<file path="src/logic/lfc_pkg.sv">
// Constants and types for the link frame command handler (host side).
// Assumes modulo-8 control fields and a 32-bit AHB-Lite register port.
`default_nettype none
package lfc_pkg;
	// ==========================================================
	// Register map, byte addresses.
	localparam logic [7:0] LFC_A_CTRL = 8'h00;
	localparam logic [7:0] LFC_A_STAT = 8'h04;
	localparam logic [7:0] LFC_A_REJF = 8'h08;
	localparam logic [7:0] LFC_A_RXCNT = 8'h0c;
	// ==========================================================
	// Control register bits; 8 and up are write-one pulses.
	localparam int LFC_CB_BUSY = 0;
	localparam int LFC_CB_FRMR = 1;
	localparam int LFC_CB_CONN = 8;
	localparam int LFC_CB_DISC = 9;
	localparam int LFC_CB_SENDI = 10;
	localparam int LFC_CB_POLL = 11;
	localparam logic [1:0] LFC_CTRL_RST = 2'h0;
	// ==========================================================
	// Control field codes with P/F and N(R) cleared.
	localparam logic [7:0] LFC_C_RR = 8'h01;
	localparam logic [7:0] LFC_C_RNR = 8'h05;
	localparam logic [7:0] LFC_C_REJ = 8'h09;
	localparam logic [7:0] LFC_C_SARM = 8'h0f;
	localparam logic [7:0] LFC_C_DM = 8'h0f;
	localparam logic [7:0] LFC_C_SABM = 8'h2f;
	localparam logic [7:0] LFC_C_DISC = 8'h43;
	localparam logic [7:0] LFC_C_UA = 8'h63;
	localparam logic [7:0] LFC_C_FRMR = 8'h87;
	localparam logic [7:0] LFC_S_MASK = 8'h0f;
	localparam logic [7:0] LFC_U_MASK = 8'hef;
	localparam int LFC_PF_BIT = 4;
	// ==========================================================
	// Sequence numbering.
	localparam int LFC_SEQ_W = 3;
	localparam logic [2:0] LFC_SEQ_ONE = 3'h1;
	localparam logic [2:0] LFC_WIN_MAX = 3'h7;
	localparam int LFC_MAX_INFO = 128;
	// ==========================================================
	// Deferred unnumbered command executed after its UA.
	localparam logic [1:0] LFC_EX_NONE = 2'h0;
	localparam logic [1:0] LFC_EX_ABM = 2'h1;
	localparam logic [1:0] LFC_EX_ARM = 2'h2;
	localparam logic [1:0] LFC_EX_DISC = 2'h3;
	// ==========================================================
	// Link phases.
	typedef enum logic [4:0] {
		LFC_PH_DISC = 5'b00001,
		LFC_PH_SETUP = 5'b00010,
		LFC_PH_ABM = 5'b00100,
		LFC_PH_ARM = 5'b01000,
		LFC_PH_CLEAR = 5'b10000
	} lfc_phase_t;
endpackage : lfc_pkg
`default_nettype wire

</file>
<file path="src/logic/lfc_host.sv">
// Host link station: control field processing for a frame link.
// Assumes a framer that delivers decoded control octets and sends
// frames on request; software orders it over AHB-Lite.
`timescale 1ns/1ns
`default_nettype none
module lfc_host #(
	parameter int MAX_INFO = lfc_pkg::LFC_MAX_INFO
) (
	input wire logic mclk,
	input wire logic reset_n,
	input wire logic hsel,
	input wire logic [31:0] haddr,
	input wire logic [1:0] htrans,
	input wire logic hwrite,
	input wire logic [2:0] hsize,
	input wire logic [31:0] hwdata,
	input wire logic hready,
	output logic hreadyout,
	output logic [31:0] hrdata,
	output logic hresp,
	input wire logic rx_valid,
	input wire logic [7:0] rx_ctrl,
	input wire logic rx_cmd,
	input wire logic rx_has_info,
	input wire logic [11:0] rx_info_len,
	output logic rx_deliver,
	output logic tx_valid,
	input wire logic tx_ready,
	output logic [7:0] tx_ctrl,
	output logic tx_cmd,
	output logic [23:0] tx_info,
	output logic tx_info_en
);
	import lfc_pkg::*;

	// ==========================================================
	// Bus slave.
	logic wr_pend_r;
	logic [7:0] addr_r;
	logic [1:0] ctrl_r;
	logic [31:0] rd_mux;
	logic [15:0] rxcnt_r;
	wire acc = hsel & htrans[1] & hready;
	wire wr_ctrl = wr_pend_r & (addr_r == LFC_A_CTRL);
	wire own_busy = ctrl_r[LFC_CB_BUSY];
	wire frmr_style = ctrl_r[LFC_CB_FRMR];

	// Zero wait states: read data is fetched in the address phase.
	always_ff @(posedge mclk or negedge reset_n) begin
		if (!reset_n) begin
			wr_pend_r <= 1'b0;
			addr_r <= 8'h00;
			hrdata <= 32'h00000000;
		end else begin
			wr_pend_r <= acc & hwrite;
			addr_r <= haddr[7:0];
			if (acc & ~hwrite) begin
				hrdata <= rd_mux;
			end
		end
	end

	// Both bus answers are constant, but come from flip-flops.
	always_ff @(posedge mclk or negedge reset_n) begin
		if (!reset_n) begin
			hreadyout <= 1'b0;
			hresp <= 1'b0;
		end else begin
			hreadyout <= 1'b1;
			hresp <= 1'b0;
		end
	end

	// Level control bits; the pulse bits are not stored.
	always_ff @(posedge mclk or negedge reset_n) begin
		if (!reset_n) begin
			ctrl_r <= LFC_CTRL_RST;
		end else if (wr_ctrl) begin
			ctrl_r <= hwdata[1:0];
		end
	end

	// ==========================================================
	// Station state.
	lfc_phase_t phase_r, phase_nxt;
	logic [2:0] vs_r, vr_r, va_r;
	logic [2:0] vs_nxt, vr_nxt, va_nxt;
	logic [2:0] lost_r;
	logic [1:0] exec_r;
	logic busy_d_r, peer_busy_r, rej_sent_r, frmr_act_r;
	logic peer_rej_r, fin_r;
	logic [23:0] rejf_r;
	logic p_ua_r, p_dm_r, p_frmr_r, p_rej_r, p_sup_r;
	logic p_sabm_r, p_disc_r, p_i_r, p_poll_r;
	logic tx_ua_r;

	wire connected = (phase_r == LFC_PH_ABM) | (phase_r == LFC_PH_ARM);
	wire disc_ph = (phase_r == LFC_PH_DISC);

	// ==========================================================
	// Receive decode.
	wire is_i = ~rx_ctrl[0];
	wire is_s = (rx_ctrl[1:0] == 2'b01);
	wire is_u = (rx_ctrl[1:0] == 2'b11);
	wire pf = rx_ctrl[LFC_PF_BIT];
	wire [2:0] ns = rx_ctrl[3:1];
	wire [2:0] nr = rx_ctrl[7:5];
	wire [7:0] s_code = rx_ctrl & LFC_S_MASK;
	wire [7:0] u_code = rx_ctrl & LFC_U_MASK;
	wire s_rr = is_s & (s_code == LFC_C_RR);
	wire s_rnr = is_s & (s_code == LFC_C_RNR);
	wire s_rej = is_s & (s_code == LFC_C_REJ);
	wire known_s = s_rr | s_rnr | s_rej;
	wire u_sabm = is_u & rx_cmd & (u_code == LFC_C_SABM);
	wire u_sarm = is_u & rx_cmd & (u_code == LFC_C_SARM);
	wire u_disc = is_u & rx_cmd & (u_code == LFC_C_DISC);
	wire u_ua = is_u & ~rx_cmd & (u_code == LFC_C_UA);
	wire u_dm = is_u & ~rx_cmd & (u_code == LFC_C_DM);
	wire u_frmr = is_u & ~rx_cmd & (u_code == LFC_C_FRMR);
	wire known_u = u_sabm | u_sarm | u_disc | u_ua | u_dm | u_frmr;

	// Modulo-8 distances; wrap is free in three bits.
	wire [2:0] nr_off = nr - va_r;
	wire [2:0] out_cnt = vs_r - va_r;
	wire nr_ok = (nr_off <= out_cnt);

	// Reject causes; Y and Z yield to W.
	wire err_x = rx_has_info & (known_s | known_u);
	wire err_w = ~(is_i | known_s | known_u) | err_x;
	wire err_y = is_i & (rx_info_len > 12'(MAX_INFO)) & ~err_w;
	wire err_z = (is_i | known_s) & ~nr_ok & ~err_w;
	wire bad = err_w | err_y | err_z;
	wire rej_cond = rx_valid & connected & bad & ~frmr_act_r;
	wire b13 = frmr_style & ~rx_cmd;
	wire [23:0] rej_field = {4'h0, err_z, err_y, err_x, err_w,
		vr_r, b13, vs_r, 1'b0, rx_ctrl};

	// Frames that are acted on in the transfer phases.
	wire rx_ok = rx_valid & connected & ~bad;
	wire rx_i = rx_ok & is_i;
	wire rx_s = rx_ok & known_s;
	wire i_in_seq = (ns == vr_r);
	wire i_take = rx_i & i_in_seq & ~own_busy & ~frmr_act_r;
	wire i_oos = rx_i & ~i_in_seq & ~frmr_act_r;
	wire rx_mode = rx_valid & ~bad & ~disc_ph & (u_sabm | u_sarm | u_disc);
	// Commands refused while disconnected: DM to any poll.
	wire dm_need = rx_valid & disc_ph & rx_cmd & pf & ~u_sabm;
	wire sabm_dc = rx_valid & disc_ph & u_sabm;
	wire ua_setup = rx_valid & u_ua & (phase_r == LFC_PH_SETUP);
	wire ua_clear = rx_valid & u_ua & (phase_r == LFC_PH_CLEAR);
	wire dm_wait = rx_valid & u_dm & ~connected & ~disc_ph;

	// ==========================================================
	// Software orders.
	wire conn_req = wr_ctrl & hwdata[LFC_CB_CONN] & disc_ph;
	wire disc_req = wr_ctrl & hwdata[LFC_CB_DISC] & connected;
	wire sendi_req = wr_ctrl & hwdata[LFC_CB_SENDI];
	wire poll_req = wr_ctrl & hwdata[LFC_CB_POLL] & connected;

	// ==========================================================
	// Transmit selection, highest priority first.
	wire tx_free = ~tx_valid & ~rx_valid;
	wire win_ok = (out_cnt != LFC_WIN_MAX);
	wire i_ok = p_i_r & connected & ~peer_busy_r & win_ok & ~frmr_act_r;
	wire t_ua = tx_free & p_ua_r;
	wire t_dm = tx_free & ~p_ua_r & p_dm_r;
	wire hi1 = p_ua_r | p_dm_r;
	wire t_frmr = tx_free & ~hi1 & p_frmr_r;
	wire hi2 = hi1 | p_frmr_r;
	wire t_rej = tx_free & ~hi2 & p_rej_r;
	wire hi3 = hi2 | p_rej_r;
	wire t_sup = tx_free & ~hi3 & p_sup_r;
	wire hi4 = hi3 | p_sup_r;
	wire t_sabm = tx_free & ~hi4 & p_sabm_r;
	wire t_disc = tx_free & ~hi4 & ~p_sabm_r & p_disc_r;
	wire hi5 = hi4 | p_sabm_r | p_disc_r;
	wire t_poll = tx_free & ~hi5 & p_poll_r;
	wire t_i = tx_free & ~hi5 & ~p_poll_r & i_ok;
	wire t_resp = t_ua | t_dm | t_frmr | t_rej | t_sup;
	wire tx_done = tx_valid & tx_ready;
	wire ex_now = tx_done & tx_ua_r;
	wire [7:0] sup_code = own_busy ? LFC_C_RNR : LFC_C_RR;
	wire [7:0] nr_f = {vr_r, 5'h00};
	wire [7:0] fin_f = {3'h0, fin_r, 4'h0};
	wire [7:0] poll_f = {3'h0, 1'b1, 4'h0};
	wire [7:0] ctrl_sel =
		t_ua ? (LFC_C_UA | fin_f) :
		t_dm ? (LFC_C_DM | fin_f) :
		t_frmr ? (LFC_C_FRMR | fin_f) :
		t_rej ? (LFC_C_REJ | nr_f | fin_f) :
		t_sup ? (sup_code | nr_f | fin_f) :
		t_sabm ? (LFC_C_SABM | poll_f) :
		t_disc ? (LFC_C_DISC | poll_f) :
		t_poll ? (sup_code | nr_f | poll_f) :
		{vr_r, 1'b0, vs_r, 1'b0};
	wire t_any = t_resp | t_sabm | t_disc | t_poll | t_i;

	// Frame request holds until the framer takes it.
	always_ff @(posedge mclk or negedge reset_n) begin
		if (!reset_n) begin
			tx_valid <= 1'b0;
			tx_ctrl <= 8'h00;
			tx_cmd <= 1'b0;
			tx_info_en <= 1'b0;
			tx_ua_r <= 1'b0;
		end else if (t_any) begin
			tx_valid <= 1'b1;
			tx_ctrl <= ctrl_sel;
			tx_cmd <= ~t_resp;
			tx_info_en <= t_frmr;
			tx_ua_r <= t_ua;
		end else if (tx_done) begin
			tx_valid <= 1'b0;
			tx_ua_r <= 1'b0;
		end
	end

	// Reject field is captured on the reject condition and held until the next one.
	always_ff @(posedge mclk or negedge reset_n) begin
		if (!reset_n) begin
			rejf_r <= 24'h000000;
		end else if (rej_cond) begin
			rejf_r <= rej_field;
		end
	end
	assign tx_info = rejf_r;

	// ==========================================================
	// Pending frames: a new request wins over its own take.
	wire busy_chg = (own_busy != busy_d_r);
	wire poll_in = rx_valid & rx_cmd & pf & ~bad;
	wire set_rej = i_oos & ~rej_sent_r;
	wire set_sup = i_take | busy_chg | ((rx_i | rx_s) & poll_in);
	wire set_frmr = rej_cond | (frmr_act_r & poll_in & ~rx_mode);
	always_ff @(posedge mclk or negedge reset_n) begin
		if (!reset_n) begin
			p_ua_r <= 1'b0;
			p_dm_r <= 1'b0;
			p_frmr_r <= 1'b0;
			p_rej_r <= 1'b0;
			p_sup_r <= 1'b0;
		end else begin
			p_ua_r <= (p_ua_r & ~t_ua) | rx_mode | sabm_dc;
			p_dm_r <= (p_dm_r & ~t_dm) | dm_need;
			p_frmr_r <= (p_frmr_r & ~t_frmr) | set_frmr;
			p_rej_r <= (p_rej_r & ~t_rej) | set_rej;
			p_sup_r <= (p_sup_r & ~t_sup) | set_sup;
		end
	end
	always_ff @(posedge mclk or negedge reset_n) begin
		if (!reset_n) begin
			p_sabm_r <= 1'b0;
			p_disc_r <= 1'b0;
			p_i_r <= 1'b0;
			p_poll_r <= 1'b0;
		end else begin
			p_sabm_r <= (p_sabm_r & ~t_sabm) | conn_req;
			p_disc_r <= (p_disc_r & ~t_disc) | disc_req;
			p_i_r <= (p_i_r & ~t_i) | sendi_req;
			p_poll_r <= (p_poll_r & ~t_poll) | poll_req;
		end
	end

	// Final bit owed to the last polled command.
	always_ff @(posedge mclk or negedge reset_n) begin
		if (!reset_n) begin
			fin_r <= 1'b0;
		end else begin
			fin_r <= (fin_r & ~t_resp) | poll_in | dm_need;
		end
	end

	// ==========================================================
	// Deferred action of a received mode-setting command.
	wire [1:0] exec_set = (u_sabm | sabm_dc) ? LFC_EX_ABM :
		u_sarm ? LFC_EX_ARM : LFC_EX_DISC;
	always_ff @(posedge mclk or negedge reset_n) begin
		if (!reset_n) begin
			exec_r <= LFC_EX_NONE;
		end else if (rx_mode | sabm_dc) begin
			exec_r <= exec_set;
		end else if (ex_now) begin
			exec_r <= LFC_EX_NONE;
		end
	end
	wire ex_abm = ex_now & (exec_r == LFC_EX_ABM);
	wire ex_arm = ex_now & (exec_r == LFC_EX_ARM);
	wire ex_disc = ex_now & (exec_r == LFC_EX_DISC);
	wire reset_all = ex_abm | ua_setup;
	wire mode_act = reset_all | ex_arm | ex_disc | ua_clear;

	// Phase changes; the DISC sender waits for UA or DM first.
	always_comb begin
		phase_nxt = phase_r;
		case (phase_r)
			LFC_PH_DISC: begin
				if (ex_abm) phase_nxt = LFC_PH_ABM;
				else if (t_sabm) phase_nxt = LFC_PH_SETUP;
			end
			LFC_PH_SETUP: begin
				if (ua_setup | ex_abm) phase_nxt = LFC_PH_ABM;
				else if (dm_wait) phase_nxt = LFC_PH_DISC;
			end
			LFC_PH_ABM, LFC_PH_ARM: begin
				if (ex_abm) phase_nxt = LFC_PH_ABM;
				else if (ex_arm) phase_nxt = LFC_PH_ARM;
				else if (ex_disc) phase_nxt = LFC_PH_DISC;
				else if (t_disc) phase_nxt = LFC_PH_CLEAR;
			end
			LFC_PH_CLEAR: begin
				if (ua_clear | dm_wait) phase_nxt = LFC_PH_DISC;
			end
			default: phase_nxt = LFC_PH_DISC;
		endcase
	end

	// ==========================================================
	// Sequence variables; SABM resets all three, SARM only V(R); mode commands never acknowledge.
	assign vs_nxt = reset_all ? 3'h0 :
		(rx_s & s_rej) ? nr :
		t_i ? vs_r + LFC_SEQ_ONE : vs_r;
	assign vr_nxt = (reset_all | ex_arm) ? 3'h0 :
		i_take ? vr_r + LFC_SEQ_ONE : vr_r;
	assign va_nxt = reset_all ? 3'h0 :
		(rx_i | rx_s) ? nr : va_r;
	always_ff @(posedge mclk or negedge reset_n) begin
		if (!reset_n) begin
			phase_r <= LFC_PH_DISC;
			vs_r <= 3'h0;
			vr_r <= 3'h0;
			va_r <= 3'h0;
		end else begin
			phase_r <= phase_nxt;
			vs_r <= vs_nxt;
			vr_r <= vr_nxt;
			va_r <= va_nxt;
		end
	end

	// Outstanding frames dropped by a mode change, for software.
	always_ff @(posedge mclk or negedge reset_n) begin
		if (!reset_n) begin
			lost_r <= 3'h0;
		end else if (mode_act) begin
			lost_r <= out_cnt;
		end
	end

	// ==========================================================
	// Exception flags.
	wire clr_exc = reset_all | ex_arm | ex_disc | ua_clear;
	always_ff @(posedge mclk or negedge reset_n) begin
		if (!reset_n) begin
			busy_d_r <= 1'b0;
			peer_busy_r <= 1'b0;
			rej_sent_r <= 1'b0;
			frmr_act_r <= 1'b0;
			peer_rej_r <= 1'b0;
		end else begin
			busy_d_r <= own_busy;
			peer_busy_r <= ~clr_exc & (rx_s ? s_rnr : peer_busy_r);
			rej_sent_r <= set_rej | (rej_sent_r & ~i_take & ~clr_exc);
			frmr_act_r <= rej_cond | (frmr_act_r & ~clr_exc);
			peer_rej_r <= (rx_valid & u_frmr) | (peer_rej_r & ~clr_exc);
		end
	end

	// Delivery strobe and count of accepted information frames.
	always_ff @(posedge mclk or negedge reset_n) begin
		if (!reset_n) begin
			rx_deliver <= 1'b0;
			rxcnt_r <= 16'h0000;
		end else begin
			rx_deliver <= i_take;
			rxcnt_r <= rxcnt_r + {15'h0000, i_take};
		end
	end

	// ==========================================================
	// Read multiplexer; unmapped addresses read zero.
	wire [31:0] stat_w = {5'h00, lost_r, 2'h0, p_i_r, peer_rej_r,
		frmr_act_r, rej_sent_r, peer_busy_r, own_busy, 1'b0, va_r,
		1'b0, vr_r, 3'h0, phase_r};
	assign rd_mux = (haddr[7:0] == LFC_A_CTRL) ? {30'h0, ctrl_r} :
		(haddr[7:0] == LFC_A_STAT) ? stat_w :
		(haddr[7:0] == LFC_A_REJF) ? {8'h00, rejf_r} :
		(haddr[7:0] == LFC_A_RXCNT) ? {16'h0000, rxcnt_r} : 32'h0;
endmodule : lfc_host
`default_nettype wire

</file>
<file path="config.mk">
export PLATFORM = sky130hd
export DESIGN_NAME = lfc_host
export DESIGN_NICKNAME = d
export VERILOG_FILES = /design/src/logic/lfc_pkg.sv /design/src/logic/lfc_host.sv
export SDC_FILE = /design/constraint.sdc
export NUM_CORES = 1
export LEC_CHECK = 0
export BUFFER_PORTS_ARGS = -buffer_cell sky130_fd_sc_hd__buf_2
export CAP_MARGIN = 20
export CORE_MARGIN = 2
export CORE_UTILIZATION = 38
export CTS_CLUSTER_DIAMETER = 40
export CTS_CLUSTER_SIZE = 8
export DETAILED_ROUTE_END_ITERATION = 8
export PLACE_DENSITY = 0.72
export SYNTH_ARGS = -nofsm -noshare
export SYNTH_HDL_FRONTEND = slang
export SYNTH_SLANG_ARGS = --single-unit
</file>
<file path="constraint.sdc">
create_clock -name mclk -period 3.55 [get_ports mclk]
set_clock_uncertainty 0.05 [all_clocks]
set_input_delay 1.065 -clock mclk [delete_from_list [all_inputs] [get_ports mclk]]
set_output_delay 1.065 -clock mclk [all_outputs]
set_load 0.02 [all_outputs]
</file>
======== Word level (Yosys, flattened, before mapping) ========
Index checks and enable logic that the tools add are counted.
operators by class
  add/subtract/negate cells ............... 5
  multipliers ............................. 0
  div/mod/pow operators ................... 0
  order comparisons ....................... 2
  eq/ne operators ......................... 28
  shifts and indexed selects .............. 0
  muxes and demuxes ....................... 38
  bitwise logic cells ..................... 200
  reduce and logical (&&, ||, !) cells .... 9
operators by type and width
  cell                   number
  $and A1 B1 Y1          105
  $mux W8                8
  $mux W27               2
  $or A1 B1 Y1           54
  $mux W5                9
  $not A1 Y1             38
  $mux W3                8
  $mux W20               1
  $pmux W5 S4            1
  $add A16 B1 Y16        1
  $eq A8 B4 Y1 const B   2
  $logic_not A8 Y1       2
  $mux W16               1
  $or A8 B5 Y8           2
  $eq A7 B6 Y1 const B   2
  $gt A12 B8 Y1 const B  1
  $eq A8 B3 Y1 const B   1
  $or A3 B8 Y8           1
  $reduce_bool A2 Y1     4
  $eq A7 B4 Y1 const B   1
  $eq A7 B5 Y1 const B   1
  $eq A7 B7 Y1 const B   1
  $add A3 B1 Y3 const B  2
  $eq A2 B2 Y1 const B   3
  22 further kinds       31
word-level totals
  register bits ........................... 126
  latch bits .............................. 0
  bits in writable memories ............... 0
  bits in read-only memories .............. 0
  input port bits ......................... 98
  output and inout port bits .............. 70
  logic and storage cells ................. 316
  memories ................................ 0

======== Longest topological paths before layout ========
Gate-level depths: netlist of the first run.
  word-level depth ........................ 25
  depth in mapped cells ................... 18
  gate-level depth less buffers ........... 17

======== Least setup slack after synthesis of the first run ========
No wires, ideal clock.
  path kind ............................... input port to flip-flop
  start ................................... input rx_ctrl[5]
  end ..................................... register rxcnt_r[15]
  library setup time ...................... 0.079 ns
  arrival time ............................ 4.549 ns
  required time ........................... 3.421 ns
  setup slack ............................. -1.128 ns
  cell stages on the path ................. 16
  path buffers ............................ 1
  path through ............................ clkbuf_1 inv_1 ha_1 inv_1 fa_1 ha_1 o21ai_0 o21bai_1 a311o_1 nor3_1 ha_1 and3_1 nand2_1 or2_2 nor2_1 xor2_1
between the ends
  cells in the longest elaborated chain, start to end .. 21
  elaborated cells on any way between the ends .. 37
  those cells by class .................... add/sub (2); order compare (1); eq/ne (5); bitwise (29)
ends and longest elaborated chain
  what                                          RTL line                                           RTL
  from (decl)                                   lfc_host.sv:22                                     input wire logic [7:0] rx_ctrl,
  $eq A7 B5 Y1 or $eq A7 B4 Y1 (tied branches)  lfc_host.sv:114, lfc_host.sv:115, lfc_host.sv:118
  $and A1 B1 Y1, on equally long branches       lfc_host.sv:114, lfc_host.sv:115
  $or A1 B1 Y1 (5 in series)                    lfc_host.sv:120                                    wire known_u = u_sabm | u_sarm | u_disc | u_ua | u_dm | u_frmr;
  $or A1 B1 Y1, on equally long branches        lfc_host.sv:128, lfc_host.sv:129
  $and A1 B1 Y1 or $not A1 Y1 (tied branches)   lfc_host.sv:128, lfc_host.sv:129
  $or A1 B1 Y1                                  lfc_host.sv:129                                    wire err_w = ~(is_i | known_s | known_u) | err_x;
  $not A1 Y1                                    lfc_host.sv:130, lfc_host.sv:131
  $and A1 B1 Y1                                 lfc_host.sv:130                                    wire err_y = is_i & (rx_info_len > 12'(MAX_INFO)) & ~err_w;
  $or A1 B1 Y1                                  lfc_host.sv:132                                    wire bad = err_w | err_y | err_z;
  $or A1 B1 Y1 *                                lfc_host.sv:132
  $not A1 Y1 *                                  lfc_host.sv:139                                    wire rx_ok = rx_valid & connected & ~bad;
  $and A1 B1 Y1 *                               lfc_host.sv:139
  $and A1 B1 Y1 *                               lfc_host.sv:140                                    wire rx_i = rx_ok & is_i;
  $and A1 B1 Y1 * (3 in series)                 lfc_host.sv:143                                    wire i_take = rx_i & i_in_seq & ~own_busy & ~frmr_act_r;
  via i_take                                    lfc_host.sv:143
  $add A16 B1 Y16 *                             lfc_host.sv:375                                    rxcnt_r <= rxcnt_r + {15'h0000, i_take};
  to (signal assigned)                          lfc_host.sv:375
  to (decl)                                     lfc_host.sv:42                                     logic [15:0] rxcnt_r;
The timed path passes the listed nets; every way through them passes the cells marked *.
A chain may end at the register's enable or synchronous reset.

======== Worst setup path after layout of the first run ========
Same ends and word-level chain as after synthesis.

==> results of run 1 <==
cells in the mapped netlist (all sizes together), types with 2 or more instances:
| library cell | instances |
|---|---|
| dfrtp | 118 |
| nand2 | 69 |
| o21ai | 43 |
| nand3 | 25 |
| nor2 | 25 |
| mux2 | 24 |
| xnor2 | 21 |
| buf | 20 |
| a21oi | 18 |
| inv | 17 |
| clkbuf | 16 |
| a22oi | 15 |
| mux2i | 13 |
| nor3 | 13 |
| a22o | 11 |
| nor2b | 9 |
| nor4 | 9 |
| and3 | 8 |
| ha | 8 |
| nand2b | 8 |
| xor2 | 8 |
| nand4 | 6 |
| or4 | 6 |
| and2 | 5 |
| o211ai | 4 |
| or2 | 4 |
| a311oi | 3 |
| nand4b | 3 |
| nor3b | 3 |
| a211oi | 2 |
| a21o | 2 |
| a31oi | 2 |
| a32o | 2 |
| a32oi | 2 |
| and4 | 2 |
| conb | 2 |
| fa | 2 |
| mux4 | 2 |
| nor4bb | 2 |
| o311ai | 2 |
| o32ai | 2 |
| or3 | 2 |
path summary, 6_finish.rpt:
path,from,endpoint,slack [ps],depth (start not counted)
setup / recovery,rx_ctrl[5],rxcnt_r[15],-150,18
hold / removal,hrdata[11],hrdata[11],420,2
hold reg to reg,hrdata[11],hrdata[11],420,2
max in group asynchronous,reset_n,phase_r[0],2230,2
min in group asynchronous,reset_n,tx_ctrl[0],520,1
setup reg to reg,va_r[0],rxcnt_r[15],90,15
sequential cells by signal, indices dropped and copies added (netlist names), 2 cells and up:
name,count
lost_r,3
ctrl_r,2
vr_r,3
va_r,3
addr_r,8
vs_r,3
tx_ctrl,8
rxcnt_r,16
exec_r,2
tx_info,19
phase_r,5
hrdata,25
worst max-delay path: stages:
cell      delay, ps
buf_8           110
inv_8            50
ha_4            120
inv_2            30
fa_2            330
xor2_1          180
xnor2_1         150
ha_1            270
o21ai_2          70
o21bai_1        120
a311o_1         330
nor3_4          230
ha_4            200
and3_4          190
nand2_2          60
or2_4           260
nor2_4           80
xor2_1          140
per-layer routing:
layer | global-route usage | vias to the layer above
met3 | 0.0479 | 40
met2 | 0.318 | 190
met1 | 0.278 | 2486
met5 | 0 | -
met4 | 0.0908 | 4
li1 | - | 2336
cells in the final DEF, fill, tap and decap left out, types with 3 or more instances in the layout:
cell type / n
a22oi_1: 15
nand2b_1: 8
ha_1: 5
or4_4: 3
a21oi_1: 16
or2_2: 3
nor3b_1: 3
nand4b_1: 3
o211ai_1: 4
dfrtp_1: 118
nor2_1: 21
clkbuf_16: 17
mux2i_1: 13
clkinv_2: 5
or4_1: 3
clkinv_4: 3
nand2_1: 67
buf_2: 98
xor2_1: 8
nor2b_1: 9
nand4_1: 6
and2_1: 4
clkinvlp_4: 3
buf_4: 39
and3_1: 7
ha_4: 3
mux2_2: 24
nor2_4: 3
nor3_1: 12
nand3_1: 22
inv_1: 15
conb_1: 14
xnor2_1: 19
buf_6: 3
a22o_1: 11
o21ai_0: 40
nor4_1: 9
metrics by stage:
stage	worst slack (ps)	hold slack (ps)	instances	util
floorplan	-549	391	588	-
global placement	-619	406	899	0.456
detailed placement	-669	415	899	0.456
CTS	-126	428	934	0.497
global route	-273	443	939	0.502
finish	-150	419	939	0.502
timing repair:
| action | CTS | global route |
|---|---|---|
| resized for setup | 8 | 12 |
| setup buffers | 3 | 5 |
| pin swaps | 2 | 4 |
| endpoints found under the setup margin | 14 | 26 |
| hold buffers | 0 | 0 |
cells by family (layout without fill, tap and decap cells):
group | after synthesis | after routing | share of synthesized area
multiplexers | 39 | 39 | 0.0747
buffers and inverters | 53 | 192 | 0.0447
other | 2 | 15 | 0.00126
adder cells (fa/ha/maj) | 10 | 10 | 0.0235
flip-flops | 119 | 119 | 0.500
AND/OR/NAND/NOR | 202 | 202 | 0.174
XOR/XNOR | 30 | 30 | 0.0466
AO/OA/AOI/OAI | 121 | 121 | 0.136
power groups by stage:
stage / clock network (uW) / logic, uW / registers, uW
finish: 1630 / 505 / 1520
global route: 1700 / 552 / 1530
CTS: 1650 / 500 / 1510
detailed placement: 0 / 492 / 1540
global placement: 0 / 484 / 1540
floorplan: 0 / 247 / 1580
final cells by class:
| type | count | area share |
|---|---|---|
| inverters | 17 | 0.00931 |
| multi-input cells | 416 | 0.380 |
| flip-flops and latches | 119 | 0.389 |
| well taps | 211 | 0.0344 |
| clock inverters | 12 | 0.0136 |
| clock buffers | 20 | 0.0596 |
| diodes | 1 | 0.000327 |
| repair buffers | 143 | 0.114 |
==> impl_results.md, run 1 <==
* Crit path arrival time at 4000 ps
* RSZ-0062 raised after global routing: true
* Clk pwr share at 0.446
* Yosys cell types at 67
* Routed wire length per instance at about 18 um
* Die width at 129 um
* Footprint of the multi-input gates at between 2000 and 3000 um2
* Die area at between 15000 and 20000 um2
* Cell Area, Synth at 5960 um2
* Met1 wire length at 7200 um
* Sink Count at 119
* Sw frac at 0.277
* Fin area at 7660 um2
* Tot Pwr at 3650 uW
* Vias in the first global route at 4748
* Post-DP HPWL at approximately 12000 um
* Slew Limit Fails at 0
* CP endpoint kind: register
* Core area at 15300 um2
* IO Pins at 168
* Final period utilization at 1.04
* Max Cap Viol at 0
* Max Root-Sink Buffers at 2
* Fill count at 1365
* CP Max Fanout at 3
* Routed met2 length at 7780 um
* Cell Int Power at 2640 uW
* Syn-to-layout area delta at 28.5%
* CP Launch Type: primary input
* DR iter-0 viols at 348
* Clock H-tree levels at 4
* First-pass GRT wire length at between 20000 and 30000 um
* Nets at 822
* Highest Signal Layer: met5
* Num CTS Buffers at 17
* Leakage at 0.00368 uW
* Slew headroom at 0.522
* Reg clk slew, reported paths at 60 ps
* GRT Overall Usage at 0.206
* Share of cells above drive strength 1 at 0.320
* Largest net degree at the start of global routing at 50
* Number of synthesized flops with an enable pin at 0
* Vias at a little over 5000
* Crit Path Class: primary input to register
* Register area share after synthesis at 0.500
* Status: complete, but fails checks
* Final ANT Viol Nets at 0
* CTS tree: done
* CTS root buffer: clkbuf_16
* Ys flop type: dfrtp_1
* Fin. Hold Viols at 0
* Gpl congestion at 0.923
* IO Port Bufs at 100
* Min cycle time layout at 3700 ps
* DR pass1 iterations at 5
* Post-synth top area cell: dfrtp_1
* Initial antenna violation count at 3
* Congestion Overflow GR at 0
* Setup-failing EPs final at 8
* FF+latch count, synth at 119
* Peak Freq at 0.270 GHz
* Failing checks: negative setup slack
* Ys Warns at 0
* Worst EP required at 3850 ps
* Post-route setup slack at -150 ps
* Worst Tran Pin Value at 710 ps
* FP Rows at 45
* Yosys top cell area share at 0.495
* DRC viols at 0
* VDD IR max at 0.401 mV
* NetSw at 1010 uW
* Sequential share of power at 0.415
* DR vias/cell at 5.38
* Clock Latency Late Sink at 420 ps
* Post-Syn Instances at 576
* Area contributors post-synth: dfrtp_1, mux2_2, nand2_1
* DRT Wirelength at 16600 um
* FFs w/ async S/R, synth at 1.00
* Setup TNS at -633 ps
* Initial core utilization at 0.391
* Syn avg cell area at 10.4 um2
* Wire length on met3 at 1110 um
* Die height at 129 um
* DP Area at 6960 um2
* Register Area at a little under 3000 um2
* Power Density at 476 nW/um2
* Logic pwr share at 0.138
* Worst hold path class: register to register
Note: power is estimated with default switching activity, not from simulation.
==> run 2: changes to the inputs <==
Settings changed: ABC_CLOCK_PERIOD_IN_PS set to 3550, CORE_UTILIZATION 38 to 47, PLACE_DENSITY 0.72 to 0.84, TNS_END_PERCENT set to 100.
==> run 2 against run 1 <==
- the run still ends with negative setup slack left
- sequential power about the same
- sequential share of layout area up 0.76 points
- largest power group unchanged
- wire length down 1.3%
- highest routed layer is now met4
- utilization up 9.8 points
- final area down 1.9%
- die area down 19%
- power down 0.90%
- cell count down 5.5%
==> impl_results.md, run 2 (synthesis results as in run 1) <==
* Status: complete, but fails checks
* Failing checks: negative setup slack
* Fin area at 7520 um2 (-1.9%)
* Die area at 13600 um2 (-19%)
* Commonest non-fill, non-tap cell in the layout: dfrtp_1
* Worst-path cell chain: buf_8 > inv_8 > ha_4 > inv_2 > fa_2 > xor2_1 > xnor2_1 > ha_1 > o21ai_1 > o21bai_1 > a311o_1 > nor3_4 > ha_4 > and3_4 > nand2_4 > buf_4 > nor2_4 > nand3_2 > xnor2_1
* Final ANT Viol Nets at 0 (unchanged)
* Share of cells above drive strength 1 at 0.303 (-0.0180)
* Clock Latency Late Sink at 420 ps (about the same)
* Routed wire length per instance at 18.4 um (+4.4%)
* VDD IR max at 0.303 mV (-25%)
* IO Port Bufs at 100 (unchanged)
* Congestion Overflow GR at 0 (unchanged)
* Peak Freq at 0.269 GHz (-0.60%)
* Min cycle time layout at 3720 ps (+22.5 ps)
* Vias at 5032 (-0.47%)
* GRT Overall Usage at 0.258 (+0.0516)
* Finished Layout Cells at 887 (-5.5%)
* Highest Signal Layer: met4
* Met1 wire length at 6600 um (-8.3%)
* CP Max Fanout at 3 (unchanged)
* DR vias/cell at 5.67 (+5.4%)
* CP Launch Type: primary input
* Fin. Hold Viols at 0 (unchanged)
* Die height at 117 um (-9.8%)
* Sink Count at 119 (unchanged)
* Routed met2 length at 8080 um (+3.9%)
* Logic pwr share at 0.136 (-0.002)
* Worst EP required at 3810 ps (-40 ps)
* Setup TNS at -957 ps (-325 ps)
* Worst hold path class: register to register
* Placed cell count at 854 (-5.0%)
* Crit Path Class: primary input to register
* Power Density at 481 nW/um2 (+1.0%)
* Crit path max-delay cell type: a311o_1
* Largest net degree at the start of global routing at 73 (+46%)
* Slew headroom at 0.580 (+0.0573)
* Setup-failing EPs final at 11 (+3)
* DRT Wirelength at 16400 um (-1.3%)
* RSZ-0062 raised after global routing: true
* Post-DP HPWL at 11800 um (-2.4%)
* CTS tree: done
* DR iter-0 viols at 418 (+20%)
* Wire length on met3 at 1120 um (+0.81%)
* Core area at 12500 um2 (-18%)
* FP Rows at 41 (-8.9%)
* Initial core utilization at 0.476 (+0.0856)
* Initial antenna violation count at 0 (-3)
* Highest-count cells in the layout ignoring fill and taps: dfrtp_1, buf_2, nand2_1
* Num CTS Buffers at 17 (unchanged)
* Max reg flops at 25 (unchanged)
* Worst Reg-to-Reg Cells at 16 (+1)
* Place WS at -678 ps (-9.34 ps)
* Reg clk slew, reported paths at 50 ps (about the same)
* Final period utilization at 1.05 (+0.00634)
* Clock H-tree levels at 4 (unchanged)
* Tot Pwr at 3620 uW (-0.90%)
* DR pass1 iterations at 5 (unchanged)
* NetSw at 942 uW (-7.0%)
* Gpl congestion at 0.927 (+0.47%)
* Post-route setup slack at -173 ps (-22.5 ps)
* Nets at 813 (-1.1%)
* Sequential share of power at 0.420 (+0.005)
* CTS root buffer: clkbuf_16
* Leakage at 0.00362 uW (-1.6%)
* Max Root-Sink Buffers at 2 (unchanged)
* Worst Tran Pin Value at 630 ps (-79.4 ps)
* CP endpoint kind: register
* Die width at 117 um (-9.8%)
* IO Pins at 168 (unchanged)
* Cell Int Power at 2670 uW (+1.4%)
* Cell depth of the worst hold path at 2 (unchanged)
* Largest register by flop count: hrdata
* Largest stage delay, worst path at 340 ps (about the same)
* Syn-to-layout area delta at 26.0%
* Slew Limit Fails at 0 (unchanged)
* Clk pwr share at 0.443 (-0.003)
* Cts hold-fix bufs at 0 (unchanged)
* Crit path arrival time at 3980 ps (-20 ps)
* Vias in the first global route at 4975 (+4.8%)
* Max Cap Viol at 0 (unchanged)
* First-pass GRT wire length at 26100 um (+0.53%)
* Sw frac at 0.260 (-0.0170)
* DP Area at 6860 um2 (-1.3%)
* DRC viols at 0 (unchanged)
[run 2: cell count changes in the layout (fill, tap and decap cells not counted), sizes merged]
cell / before / now
buf: 143 / 134
clkbuf: 20 / 25
clkinv: 8 / 1
clkinvlp: 3 / 1
[run 2: power groups by stage]
stage               Combinational (uW)  Clock (uW)  Sequential [uW]
finish                             492        1600             1520
global route                       539        1680             1530
CTS                                494        1620             1520
detailed placement                 486           0             1540
global placement                   478           0             1530
floorplan                          247           0             1580
[run 2: repair_timing]
item | CTS | global route
setup endpoints to repair | 10 | 31
setup buffers | 5 | 0
cloned | 0 | 0
pin swaps | 9 | 2
resized for setup | 14 | 4
endpoints found under the hold margin | 0 | 0
[run 2: worst paths after layout]
| check | startpoint | to | slack, ps |
|---|---|---|---|
| min reg2reg | tx_ctrl[0] | tx_ctrl[0] | 430 |
| min | tx_ctrl[0] | tx_ctrl[0] | 430 |
| max | rx_ctrl[5] | rxcnt_r[13] | -170 |
| max in group asynchronous | reset_n | hreadyout | 2050 |
| min in group asynchronous | reset_n | addr_r[2] | 610 |
| max reg2reg | va_r[0] | rxcnt_r[13] | 140 |
[run 2: per-layer routing]
metal / GRT usage / vias up
li1: - / 2309
met1: 0.319 / 2471
met2: 0.414 / 212
met3: 0.0690 / 40
met4: 0.140 / 0
met5: 0 / -
[run 2: per-stage QoR]
| stage | hold slack (ps) | utilization |
|---|---|---|
| 2_1_floorplan | 391 | - |
| 3_3_place_gp | 408 | 0.548 |
| 3_5_place_dp | 427 | 0.548 |
| 4_1_cts | 438 | 0.599 |
| 5_1_grt | 461 | 0.600 |
| 6_report | 433 | 0.600 |
[run 2: worst max-delay path: cells and delay by family]
family,cells,cell delay (ps)
adders and majority gates,4,900
AOI/OAI and AO/OA,3,540
xor gates and xnor gates,3,460
buffers and inverters,4,340
and+or+nand+nor,5,640
[run 2: final cells by class]
cell class / instances / area [um2]
Multi-Input combinational cell: 416 / 2900
Fill cell: 1065 / 5000
Clock buffer: 25 / 505
Antenna cell: 1 / 2.50
Inverter: 17 / 71.3
Timing Repair Buffer: 134 / 801
Tap cell: 172 / 215
Sequential cell: 119 / 2980
Clock inverter: 3 / 42.5
